--- src/include/dpr_consts.vh ---
// Constants for the device 0 proxy register decode
`ifndef DPR_CONSTS_VH
`define DPR_CONSTS_VH

// Register select codes
`define DPR_SEL_NONE     3'h0
`define DPR_SEL_CTRL     3'h1
`define DPR_SEL_FEAT     3'h2
`define DPR_SEL_SECT     3'h3
`define DPR_SEL_LOW      3'h4
`define DPR_SEL_MID      3'h5
`define DPR_SEL_HIGH     3'h6
`define DPR_SEL_DEV      3'h7

// Address line patterns (DA2 DA1 DA0, 1 = asserted)
`define DPR_DA_CTRL      3'h6
`define DPR_DA_FEAT      3'h1
`define DPR_DA_SECT      3'h2
`define DPR_DA_LOW       3'h3
`define DPR_DA_MID       3'h4
`define DPR_DA_HIGH      3'h5
`define DPR_DA_DEV       3'h6

// Field positions
`define DPR_BIT_IEN      1
`define DPR_BIT_SOFT_RESET_BIT     2
`define DPR_BIT_DEVNUM   4

// Reset values
`define DPR_RST_CTRL     8'h00
`define DPR_RST_FEAT     8'h00
`define DPR_RST_SECT     8'h00
`define DPR_RST_LOW      8'h00
`define DPR_RST_MID      8'h00
`define DPR_RST_HIGH     8'h00
`define DPR_RST_DEV      8'h00

// Value driven for zero reads
`define DPR_ZERO_BYTE    8'h00

// Own logical device number
`define DPR_OWN_DEVNUM   1'b0

// Synchroniser depth
`define DPR_SYNC_STAGES  2

`endif

--- src/dpr_proxy_decode.v ---
// Device 0 task-file decode, answering while device 1 is selected
//
// Overview of operation
// Alternate-select write at 110 loads control.
// Alternate-status read answers zero byte.
// Primary write at 001 stores feature.
// Primary read at 001 returns error register.
// Write at 010 loads sector count.
// Read 010: count, or zero with packet.
// Write at 011 loads low address byte.
// Read 011: low byte, or zero with packet.
// Write at 100 loads middle address byte.
// Read 100: middle byte, or zero with packet.
// Write at 101 loads high address byte.
// Read 101: high byte, or zero with packet.
// Write at 110 loads device-select, reacts.
// Ignore unmapped chip select/address combinations.
// Selected only when device bit matches own.
`include "dpr_consts.vh"
`default_nettype none

module dpr_proxy_decode (
  // Clock and reset
  input  wire       clk_in,
  input  wire       rst_in,
  // Host pins, active low strobes and selects
  input  wire       cs0_n_in,
  input  wire       cs1_n_in,
  input  wire [2:0] da_in,
  input  wire       dior_n_in,
  input  wire       diow_n_in,
  input  wire [7:0] dd_in,
  output wire [7:0] dd_out,
  output wire       dd_oe_out,
  // Device 0 state
  input  wire       proxy_enable_in,
  input  wire       packet_feature_in,
  input  wire       busy_flag_in,
  input  wire       data_request_flag_in,
  input  wire [7:0] error_in,
  // Register contents
  output wire       interrupt_disable_bit_out,
  output wire       soft_reset_bit_out,
  output wire [7:0] feature_out,
  output wire [7:0] sector_count_out,
  output wire [7:0] addr_low_out,
  output wire [7:0] addr_mid_out,
  output wire [7:0] addr_high_out,
  output wire [7:0] device_select_out,
  output wire       self_selected_out,
  output wire       proxy_active_out,
  output wire       write_taken_out
);

  ////////////////////////////////////////////////////////////////////
  // Pin synchronisers

  wire [14:0] pins_async;
  wire [14:0] pins_sync;
  wire        cs0_n_s;
  wire        cs1_n_s;
  wire [2:0]  da_s;
  wire        dior_n_s;
  wire        diow_n_s;
  wire [7:0]  dd_s;

  assign pins_async = {cs0_n_in, cs1_n_in, da_in, dior_n_in, diow_n_in,
                       dd_in};

  // Reset leaves both selects and both strobes negated, so no false edge
  dpr_sync #(
    .WIDTH     (15),
    .RESET_VAL (15'h6300)
  ) u_sync (
    .clk_in   (clk_in),
    .rst_in   (rst_in),
    .async_in (pins_async),
    .sync_out (pins_sync)
  );

  assign cs0_n_s  = pins_sync[14];
  assign cs1_n_s  = pins_sync[13];
  assign da_s     = pins_sync[12:10];
  assign dior_n_s = pins_sync[9];
  assign diow_n_s = pins_sync[8];
  assign dd_s     = pins_sync[7:0];

  ////////////////////////////////////////////////////////////////////
  // Address decode

  function [2:0] dpr_decode;
    input       cs0_n;
    input       cs1_n;
    input [2:0] da;
    begin
      dpr_decode = `DPR_SEL_NONE;
      if (!cs0_n && !cs1_n) begin
        dpr_decode = `DPR_SEL_NONE;
      end else if (!cs1_n && da == `DPR_DA_CTRL) begin
        dpr_decode = `DPR_SEL_CTRL;
      end else if (!cs0_n && da == `DPR_DA_FEAT) begin
        dpr_decode = `DPR_SEL_FEAT;
      end else if (!cs0_n && da == `DPR_DA_SECT) begin
        dpr_decode = `DPR_SEL_SECT;
      end else if (!cs0_n && da == `DPR_DA_LOW) begin
        dpr_decode = `DPR_SEL_LOW;
      end else if (!cs0_n && da == `DPR_DA_MID) begin
        dpr_decode = `DPR_SEL_MID;
      end else if (!cs0_n && da == `DPR_DA_HIGH) begin
        dpr_decode = `DPR_SEL_HIGH;
      end else if (!cs0_n && da == `DPR_DA_DEV) begin
        dpr_decode = `DPR_SEL_DEV;
      end
    end
  endfunction

  ////////////////////////////////////////////////////////////////////
  // Registers

  reg       diow_n_last_reg;
  reg [2:0] wsel_last_reg;
  reg [7:0] wdata_last_reg;
  reg [7:0] ctrl_reg;
  reg [7:0] feat_reg;
  reg [7:0] sect_reg;
  reg [7:0] low_reg;
  reg [7:0] mid_reg;
  reg [7:0] high_reg;
  reg [7:0] dev_reg;
  reg [7:0] dd_out_reg;
  reg       dd_oe_reg;
  reg       write_taken_reg;

  wire       self_selected;
  wire       proxy_active;
  wire       idle;
  wire       write_end;
  wire       write_ok;
  wire [2:0] rsel;
  reg  [7:0] rdata_next;
  reg        rhit_next;

  assign self_selected = dev_reg[`DPR_BIT_DEVNUM] == `DPR_OWN_DEVNUM;
  assign proxy_active  = !self_selected && proxy_enable_in;
  assign idle          = !busy_flag_in && !data_request_flag_in;

  // Write completes on the negation of the write strobe
  assign write_end = diow_n_s && !diow_n_last_reg;
  assign write_ok  = write_end && idle;

  always @(posedge clk_in or posedge rst_in) begin
    if (rst_in) begin
      diow_n_last_reg <= 1'b1;
      wsel_last_reg   <= `DPR_SEL_NONE;
      wdata_last_reg  <= 8'h00;
    end else begin
      diow_n_last_reg <= diow_n_s;
      wsel_last_reg   <= dpr_decode(cs0_n_s, cs1_n_s, da_s);
      wdata_last_reg  <= dd_s;
    end
  end

  always @(posedge clk_in or posedge rst_in) begin
    if (rst_in) begin
      ctrl_reg        <= `DPR_RST_CTRL;
      feat_reg        <= `DPR_RST_FEAT;
      sect_reg        <= `DPR_RST_SECT;
      low_reg         <= `DPR_RST_LOW;
      mid_reg         <= `DPR_RST_MID;
      high_reg        <= `DPR_RST_HIGH;
      dev_reg         <= `DPR_RST_DEV;
      write_taken_reg <= 1'b0;
    end else begin
      write_taken_reg <= write_ok && wsel_last_reg != `DPR_SEL_NONE;
      if (write_ok) begin
        case (wsel_last_reg)
          `DPR_SEL_CTRL: ctrl_reg <= wdata_last_reg;
          `DPR_SEL_FEAT: feat_reg <= wdata_last_reg;
          `DPR_SEL_SECT: sect_reg <= wdata_last_reg;
          `DPR_SEL_LOW:  low_reg  <= wdata_last_reg;
          `DPR_SEL_MID:  mid_reg  <= wdata_last_reg;
          `DPR_SEL_HIGH: high_reg <= wdata_last_reg;
          `DPR_SEL_DEV:  dev_reg  <= wdata_last_reg;
          default: ;
        endcase
      end
    end
  end

  ////////////////////////////////////////////////////////////////////
  // Read path, answered only while standing in for device 1

  assign rsel = dpr_decode(cs0_n_s, cs1_n_s, da_s);

  always @* begin
    rhit_next  = !dior_n_s && diow_n_s && proxy_active && idle;
    rdata_next = `DPR_ZERO_BYTE;
    case (rsel)
      `DPR_SEL_CTRL: rdata_next = `DPR_ZERO_BYTE;
      `DPR_SEL_FEAT: rdata_next = error_in;
      `DPR_SEL_SECT:
        rdata_next = packet_feature_in ? `DPR_ZERO_BYTE : sect_reg;
      `DPR_SEL_LOW:
        rdata_next = packet_feature_in ? `DPR_ZERO_BYTE : low_reg;
      `DPR_SEL_MID:
        rdata_next = packet_feature_in ? `DPR_ZERO_BYTE : mid_reg;
      `DPR_SEL_HIGH:
        rdata_next = packet_feature_in ? `DPR_ZERO_BYTE : high_reg;
      `DPR_SEL_DEV:
        rdata_next = packet_feature_in ? `DPR_ZERO_BYTE :
                     (dev_reg | (8'h01 << `DPR_BIT_DEVNUM));
      default: rhit_next = 1'b0;
    endcase
  end

  always @(posedge clk_in or posedge rst_in) begin
    if (rst_in) begin
      dd_out_reg <= 8'h00;
      dd_oe_reg  <= 1'b0;
    end else begin
      dd_oe_reg  <= rhit_next;
      dd_out_reg <= rhit_next ? rdata_next : 8'h00;
    end
  end

  ////////////////////////////////////////////////////////////////////
  // Outputs

  assign dd_out                    = dd_out_reg;
  assign dd_oe_out                 = dd_oe_reg;
  assign interrupt_disable_bit_out = ctrl_reg[`DPR_BIT_IEN];
  assign soft_reset_bit_out        = ctrl_reg[`DPR_BIT_SOFT_RESET_BIT];
  assign feature_out               = feat_reg;
  assign sector_count_out          = sect_reg;
  assign addr_low_out              = low_reg;
  assign addr_mid_out              = mid_reg;
  assign addr_high_out             = high_reg;
  assign device_select_out         = dev_reg;
  assign self_selected_out         = self_selected;
  assign proxy_active_out          = proxy_active;
  assign write_taken_out           = write_taken_reg;

endmodule // dpr_proxy_decode

`default_nettype wire

--- src/dpr_sync.v ---
// Two-flop synchroniser for a vector of pin inputs
`default_nettype none

module dpr_sync #(
  parameter WIDTH = 8,
  parameter [WIDTH-1:0] RESET_VAL = {WIDTH{1'b0}}
) (
  // Clock and reset
  input  wire             clk_in,
  input  wire             rst_in,
  // Data
  input  wire [WIDTH-1:0] async_in,
  output wire [WIDTH-1:0] sync_out
);

  reg [WIDTH-1:0] meta_reg;
  reg [WIDTH-1:0] stable_reg;

  genvar i;
  generate
    for (i = 0; i < WIDTH; i = i + 1) begin : g_bit
      always @(posedge clk_in or posedge rst_in) begin
        if (rst_in) begin
          meta_reg[i]   <= RESET_VAL[i];
          stable_reg[i] <= RESET_VAL[i];
        end else begin
          meta_reg[i]   <= async_in[i];
          stable_reg[i] <= meta_reg[i];
        end
      end
    end
  endgenerate

  assign sync_out = stable_reg;

endmodule // dpr_sync

`default_nettype wire

--- config.mk ---
export PLATFORM = sky130hd
export DESIGN_NAME = dpr_proxy_decode
export DESIGN_NICKNAME = d
export VERILOG_FILES = /design/src/dpr_proxy_decode.v /design/src/dpr_sync.v
export VERILOG_INCLUDE_DIRS = /design/src /design/src/include
export SDC_FILE = /design/constraint.sdc
export NUM_CORES = 1
export LEC_CHECK = 0
export BUFFER_PORTS_ARGS = -buffer_cell sky130_fd_sc_hd__buf_2
export CAP_MARGIN = 20
export CORE_ASPECT_RATIO = 0.5
export CORE_MARGIN = 2
export CORE_UTILIZATION = 57
export DETAILED_ROUTE_END_ITERATION = 10
export GPL_TIMING_DRIVEN = 0
export PLACE_DENSITY_LB_ADDON = 0.25
export SLEW_MARGIN = 20
export SYNTH_ARGS = -nofsm -noshare
export SYNTH_HDL_FRONTEND = slang
export SYNTH_HIERARCHICAL = 1
export SYNTH_SLANG_ARGS = --single-unit
--- constraint.sdc ---
create_clock -name clk_in -period 3.8 [get_ports clk_in]
set_input_delay 0.76 -clock clk_in [delete_from_list [all_inputs] [get_ports clk_in]]
set_output_delay 0.76 -clock clk_in [all_outputs]
set_load 0.02 [all_outputs]
==> results.json, run 1 <==
{
  "power_mw": 2.300,
  "dr.pass1.iters": 4,
  "fin_crit_ps": 2126,
  "slew_violations": 0,
  "synth_area_leaders": "dfrtp_1 (59%), mux2_2 (16%), dfstp_2 (6.0%)",
  "grt_pass1_vias": 2713,
  "area_growth_pct": 23.02,
  "start_util": 0.5904,
  "crit_path_start_kind": "input pin",
  "syn-cell-area_um2": 3940,
  "io_buffers": 90,
  "p_leak_nw": 2.500,
  "place_ws_ps": 1360,
  "worstSkewPairLatency_ps": 340,
  "viasPerCell": 5.561,
  "crit_arrival_ps": 2350,
  "coreArea_um2": 6674,
  "cts_tree": "built",
  "path_clk_slew_ps": 70,
  "synth_seq_cells": 102,
  "die_w_um": 121.6,
  "tns_ps": 0,
  "synth_nets": 297,
  "drtIter0Drc": 237,
  "powerDensity_nw_per_um2": 474.5,
  "fin_nets": 399,
  "yosys_warnings": 6,
  "timing.max_cap.violations": 0,
  "placed_cell_area_um2": 4536,
  "diodes": 0,
  "wl_um": 8662,
  "die-area_um2": 7634,
  "postCtsSetupRepairBufs": 0,
  "min_path_type": "reg -> reg",
  "crit_fanout": 8,
  "required_ps": 4030,
  "synth_top_area_cell": "dfrtp_1",
  "worst_slew_pin_slew_ps": 890.4,
  "dp_hpwl_um": 6182,
  "cts_root_buffer": "clkbuf_16",
  "syn_inst": 268,
  "timing.fmax_ghz": 0.4704,
  "ios": 91,
  "finalHoldViolCount": 0,
  "drive_gt1_frac": 0.5147,
  "antenna_found_initial": 0,
  "vias": 2597,
  "clk_path_buf_depth": 2,
  "num_rows": 21,
  "overflow": 0,
  "setup_slack_ps": 1674,
  "design_area_um2": 4847,
  "ir_drop_mv": 0.3692,
  "setup_viol": 0,
  "grt_pass1_wl_um": 14260,
  "status": "complete, no violations",
  "maxSlewHeadroom": 0.4048,
  "worstSetupPathType": "in -> reg",
  "synth.distinct_cells": 35,
  "cts_max_level": 3,
  "yosysSeqAreaShare": 0.6507,
  "fp.dieH_um": 62.79,
  "end_kind": "flop",
  "skew_ps": 7.534,
  "drc": 0,
  "finalCritPeriodShare": 0.5595,
  "grt_max_degree": 55,
  "gp_congestion": 0.8025,
  "rsz0062_at_grt": "no",
  "cts_sinks": 102,
  "holdWs_ps": 348.7,
  "cts-buffers-inserted": 9,
  "postCtsHoldBufs": 0,
  "post_cts_resized": 0,
  "synth_top_area_share": 0.5907,
  "grt_usage": 0.2548,
  "avgSynthCellArea_um2": 14.70,
  "wl_per_cell_um": 18.55,
  "postRouteAntennaNets": 0
}
area by class of cell:
cell class	instances	area [um^2]
flip-flops and latches	102	2564
fillers	451	1827
multi-input cells	148	1294
repair buffers	91	478.0
clock buffers	12	256.5
well taps	92	115.1
plain buffers	14	67.56
clock inverters	4	55.05
inverters	4	17.52
cells in the mapped netlist:
master / count
clkbuf_1: 7
dfrtp_1: 93
nand2b_1: 1
nand3_1: 24
o21ai_0: 10
nor4bb_1: 1
and4bb_2: 3
buf_2: 2
dfstp_2: 9
a21oi_1: 2
nor4b_4: 1
o211ai_1: 1
clkinv_1: 1
nand3_2: 1
and3b_1: 9
nor2b_1: 10
o31a_2: 1
and2_1: 1
a41oi_1: 8
o21ba_2: 1
o2111ai_1: 1
nand2_1: 3
nand4_2: 1
mux2_2: 57
clkbuf_2: 1
nand4b_2: 2
nor4b_2: 1
buf_1: 1
and4b_2: 2
a21boi_0: 1
xnor2_1: 1
o21a_1: 1
inv_1: 3
nor2_1: 4
buf_4: 3
per-layer routing:
metal  GRT usage  wire length (um)
met4     0.09052               129
met5           0                 0
met2      0.3975              4112
met3     0.07664               833
met1      0.3439              3587
cell usage in the layout, fill, tap and decap left out, types with 2 or more instances in the layout:
cell type | Yosys | final
buf_4 | 3 | 3
clkbuf_1 | 7 | 8
a21oi_1 | 2 | 2
nor2_1 | 4 | 4
and3b_1 | 9 | 9
a41oi_1 | 8 | 8
nor2b_1 | 10 | 10
dfstp_2 | 9 | 9
nand3_1 | 24 | 24
buf_2 | 2 | 92
mux2_2 | 57 | 57
dfrtp_1 | 93 | 93
nand2_1 | 3 | 3
clkbuf_16 | 0 | 9
and4bb_2 | 3 | 3
clkbuf_8 | 0 | 2
o21ai_0 | 10 | 10
nand4b_2 | 2 | 2
and4b_2 | 2 | 2
through the flow:
step / utilization / instances
finish: 0.7263 / 467
global route: 0.7263 / 467
CTS: 0.7263 / 467
detailed placement: 0.6796 / 451
global placement: 0.6751 / 450
floorplan: - / 268
power breakdown:
group / internal (mW) / switching (mW)
Clock: 0.550 / 0.382
Combinational: 0.0736 / 0.114
Sequential: 1.14 / 0.0380
Total: 1.77 / 0.534
critical path, cell delays in order:
cell,delay (ps)
buf_2,120
nor4b_4,580
nand4_2,470
mux2_2,430
worst paths after layout:
kind | startpoint | to | slack, ps | cells past startpoint
worst max-delay path | data_request_flag_in | device_select_out[7] | 1670 | 4
worst min-delay path | u_sync/meta_reg[7] | u_sync/sync_out[7] | 350 | 0
worst max register to register | u_sync/sync_out[8] | device_select_out[7] | 1750 | 3
worst min register to register | u_sync/meta_reg[7] | u_sync/sync_out[7] | 350 | 0
max in group asynchronous | rst_in | dd_out[2] | 2890 | 3
min in group asynchronous | rst_in | wdata_last_reg[4] | 370 | 2
cell families after synthesis:
logic type      count (synthesis)  share of synthesized area
mux                            57                     0.1629
simple gates                   64                     0.1172
flops                         102                     0.6507
xor+xnor                        1                   0.002223
compound gates                 26                    0.04605
buf+inv                        18                    0.02096
(Power assumes the default switching activity.)
==> inputs of run 2 (changes only) <==
- ABC_AREA: default -> 1
- CORE_UTILIZATION: 57 -> 54
- clock period: 3.8 -> 2.1 ns (I/O delays scaled with it)
==> run 2 against run 1 <==
  * Clock-buffer cell count is 3 lower
  * Clock skew is 2.2 ps lower
  * Design area is 8.2% higher
  * Largest cell class unchanged
==> results.json, run 2 <==
{
  "path_clk_slew_ps": 70,
  "synth_most_common_cell": "dfrtp_1",
  "dp_hpwl_um": 7525,
  "rsz0062_at_grt": "no",
  "cts-buffers-inserted": 9,
  "coreArea_um2": 7515,
  "crit_fanout": 10,
  "end_kind": "flop",
  "status": "complete, no violations",
  "required_ps": 2370,
  "cts_sinks": 102,
  "antenna_found_initial": 0,
  "clk_path_buf_depth": 2,
  "grt_pass1_vias": 3093,
  "skew_ps": 5.303,
  "fin_crit_ps": 1911,
  "worst_slew_pin_slew_ps": 606.3,
  "async_flop_share": 1.000,
  "dr.pass1.iters": 6,
  "die-area_um2": 8718,
  "synth_area_leaders": "dfrtp_1 (54%), nand2_1 (7.1%), dfstp_2 (5.5%)",
  "finalCritPeriodShare": 0.9102,
  "crit_path_start_kind": "flop",
  "viasPerCell": 5.291,
  "crit_arrival_ps": 2180,
  "drtIter0Drc": 345,
  "cts_tree": "built",
  "fillers": 595,
  "worstSkewPairLatency_ps": 350,
  "synth_edf_count": 0,
  "avgSynthCellArea_um2": 9.978,
  "min_path_type": "in -> async",
  "postRouteAntennaNets": 0,
  "num_rows": 22,
  "power_mw": 4.341,
  "grt_usage": 0.2644,
  "diodes": 0,
  "syn-cell-area_um2": 4290,
  "io_buffers": 89,
  "placed_cell_area_um2": 4922,
  "fp.dieH_um": 67.03,
  "tns_ps": 0,
  "synth_top_area_share": 0.5424,
  "layout_common_cells": "dfrtp_1 (93), buf_2 (91), nand2_1 (81)",
  "synth.distinct_cells": 27,
  "design_area_um2": 5244,
  "ir_drop_mv": 0.6684,
  "overflow": 0,
  "maxSlewHeadroom": 0.5949,
  "timing.fmax_ghz": 0.5232,
  "fin_util": 0.6978,
  "postCtsHoldBufs": 0,
  "setup_viol": 0,
  "synth_top_area_cell": "dfrtp_1",
  "powerDensity_nw_per_um2": 827.8,
  "synth_ff_type": "dfrtp_1",
  "cts_root_buffer": "clkbuf_16",
  "gp_congestion": 0.9322,
  "yosysSeqAreaShare": 0.5976,
  "cts_max_level": 3,
  "ios": 91,
  "die_w_um": 130.1,
  "synth_seq_cells": 102,
  "yosys_warnings": 6,
  "timing.max_cap.violations": 0,
  "drc": 0,
  "finalHoldViolCount": 0,
  "wl_per_cell_um": 16.23,
  "grt_max_degree": 31,
  "drive_gt1_frac": 0.3315,
  "yosys-top-cells-count": "dfrtp_1 (93), nand2_1 (81), inv_1 (51)",
  "vias": 3413,
  "syn_inst": 430,
  "fin_nets": 561,
  "wl_um": 10470,
  "area_growth_pct": 22.22,
  "worstSetupPathType": "reg -> reg",
  "start_util": 0.5709,
  "p_leak_nw": 2.607,
  "synth_nets": 459,
  "slew_violations": 0,
  "holdWs_ps": 152.4,
  "layout_commonest_cell": "dfrtp_1",
  "grt_pass1_wl_um": 16470
}
-- run 2: changes by cell type after synthesis, moves of 10 or more --
cell     delta
inv_1      +48
nor2_1     +44
nor2b_1    -10
mux2_2     -57
nand4_1    +15
o21ai_1    +23
o21ai_2    +25
nand2_1    +78
-- run 2: critical path: stages (launching register included) --
cell and delay [ps]:
dfstp_2 560, inv_1 70, nor2_4 130, inv_1 60, nor2_1 260, buf_2 320, nand4_1 130, nand2_1 90
nor2_1 80, a21oi_1 130
-- run 2: what timing repair did --
action                                  4_1_cts  5_1_grt
endpoints found under the hold margin         0        0
endpoints found under the setup margin        0        8
buffers inserted                              0        0
resized for setup                             0        1
-- run 2: power breakdown --
group | leakage, nW | internal (mW) | total [mW] | switching, mW
clock | 0.151 | 0.954 | 1.75 | 0.798
combinational | 1.14 | 0.138 | 0.446 | 0.308
sequential | 1.31 | 2.07 | 2.14 | 0.0707
total | 2.61 | 3.16 | 4.34 | 1.18
-- run 2: kinds of logic (layout without fill, tap and decap cells) --
logic type	Yosys count	after routing	share of synthesized area
AO/OA/AOI/OAI	67	67	0.1012
buffers and inverters	70	177	0.07670
flip-flops	102	102	0.5976
AND/OR/NAND/NOR	191	191	0.2246
-- run 2: layout make-up --
type / instances / area (um^2) / share of cell area
plain buffers: 16 / 126.4 / 0.02410
clock buffers: 9 / 225.2 / 0.04295
clock inverters: 7 / 91.34 / 0.01742
inverters: 54 / 206.4 / 0.03937
multi-input cells: 258 / 1403 / 0.2675
flip-flops and latches: 102 / 2564 / 0.4889
well taps: 108 / 135.1 / 0.02577
repair buffers: 91 / 493.0 / 0.09401
-- run 2: final timing paths --
check,cells after the start,endpoint,startpoint,slack [ps]
worst max-delay path,9,dd_out[6],u_sync/sync_out[13],190
worst min-delay path,2,wdata_last_reg[3],rst_in,150
worst max register to register,9,dd_out[6],u_sync/sync_out[13],190
worst min register to register,0,wdata_last_reg[1],u_sync/sync_out[1],350
max in group asynchronous,3,diow_n_last_reg,rst_in,1370
min in group clk_in,1,u_sync/meta_reg[8],diow_n_in,170
-- run 2: per-layer routing --
metal	track usage	wire length, um	vias to the layer above
met3	0.06265	883	17
met4	0.08468	161	0
met1	0.3928	4875	1633
met5	0	0	-
met2	0.3842	4549	169
li1	-	-	1594
-- run 2: stage by stage --
stage               cells  setup slack, ps
global placement      627            131.8
floorplan             430            418.3
finish                645            188.7
CTS                   645            72.90
detailed placement    629            71.11
global route          645            46.98
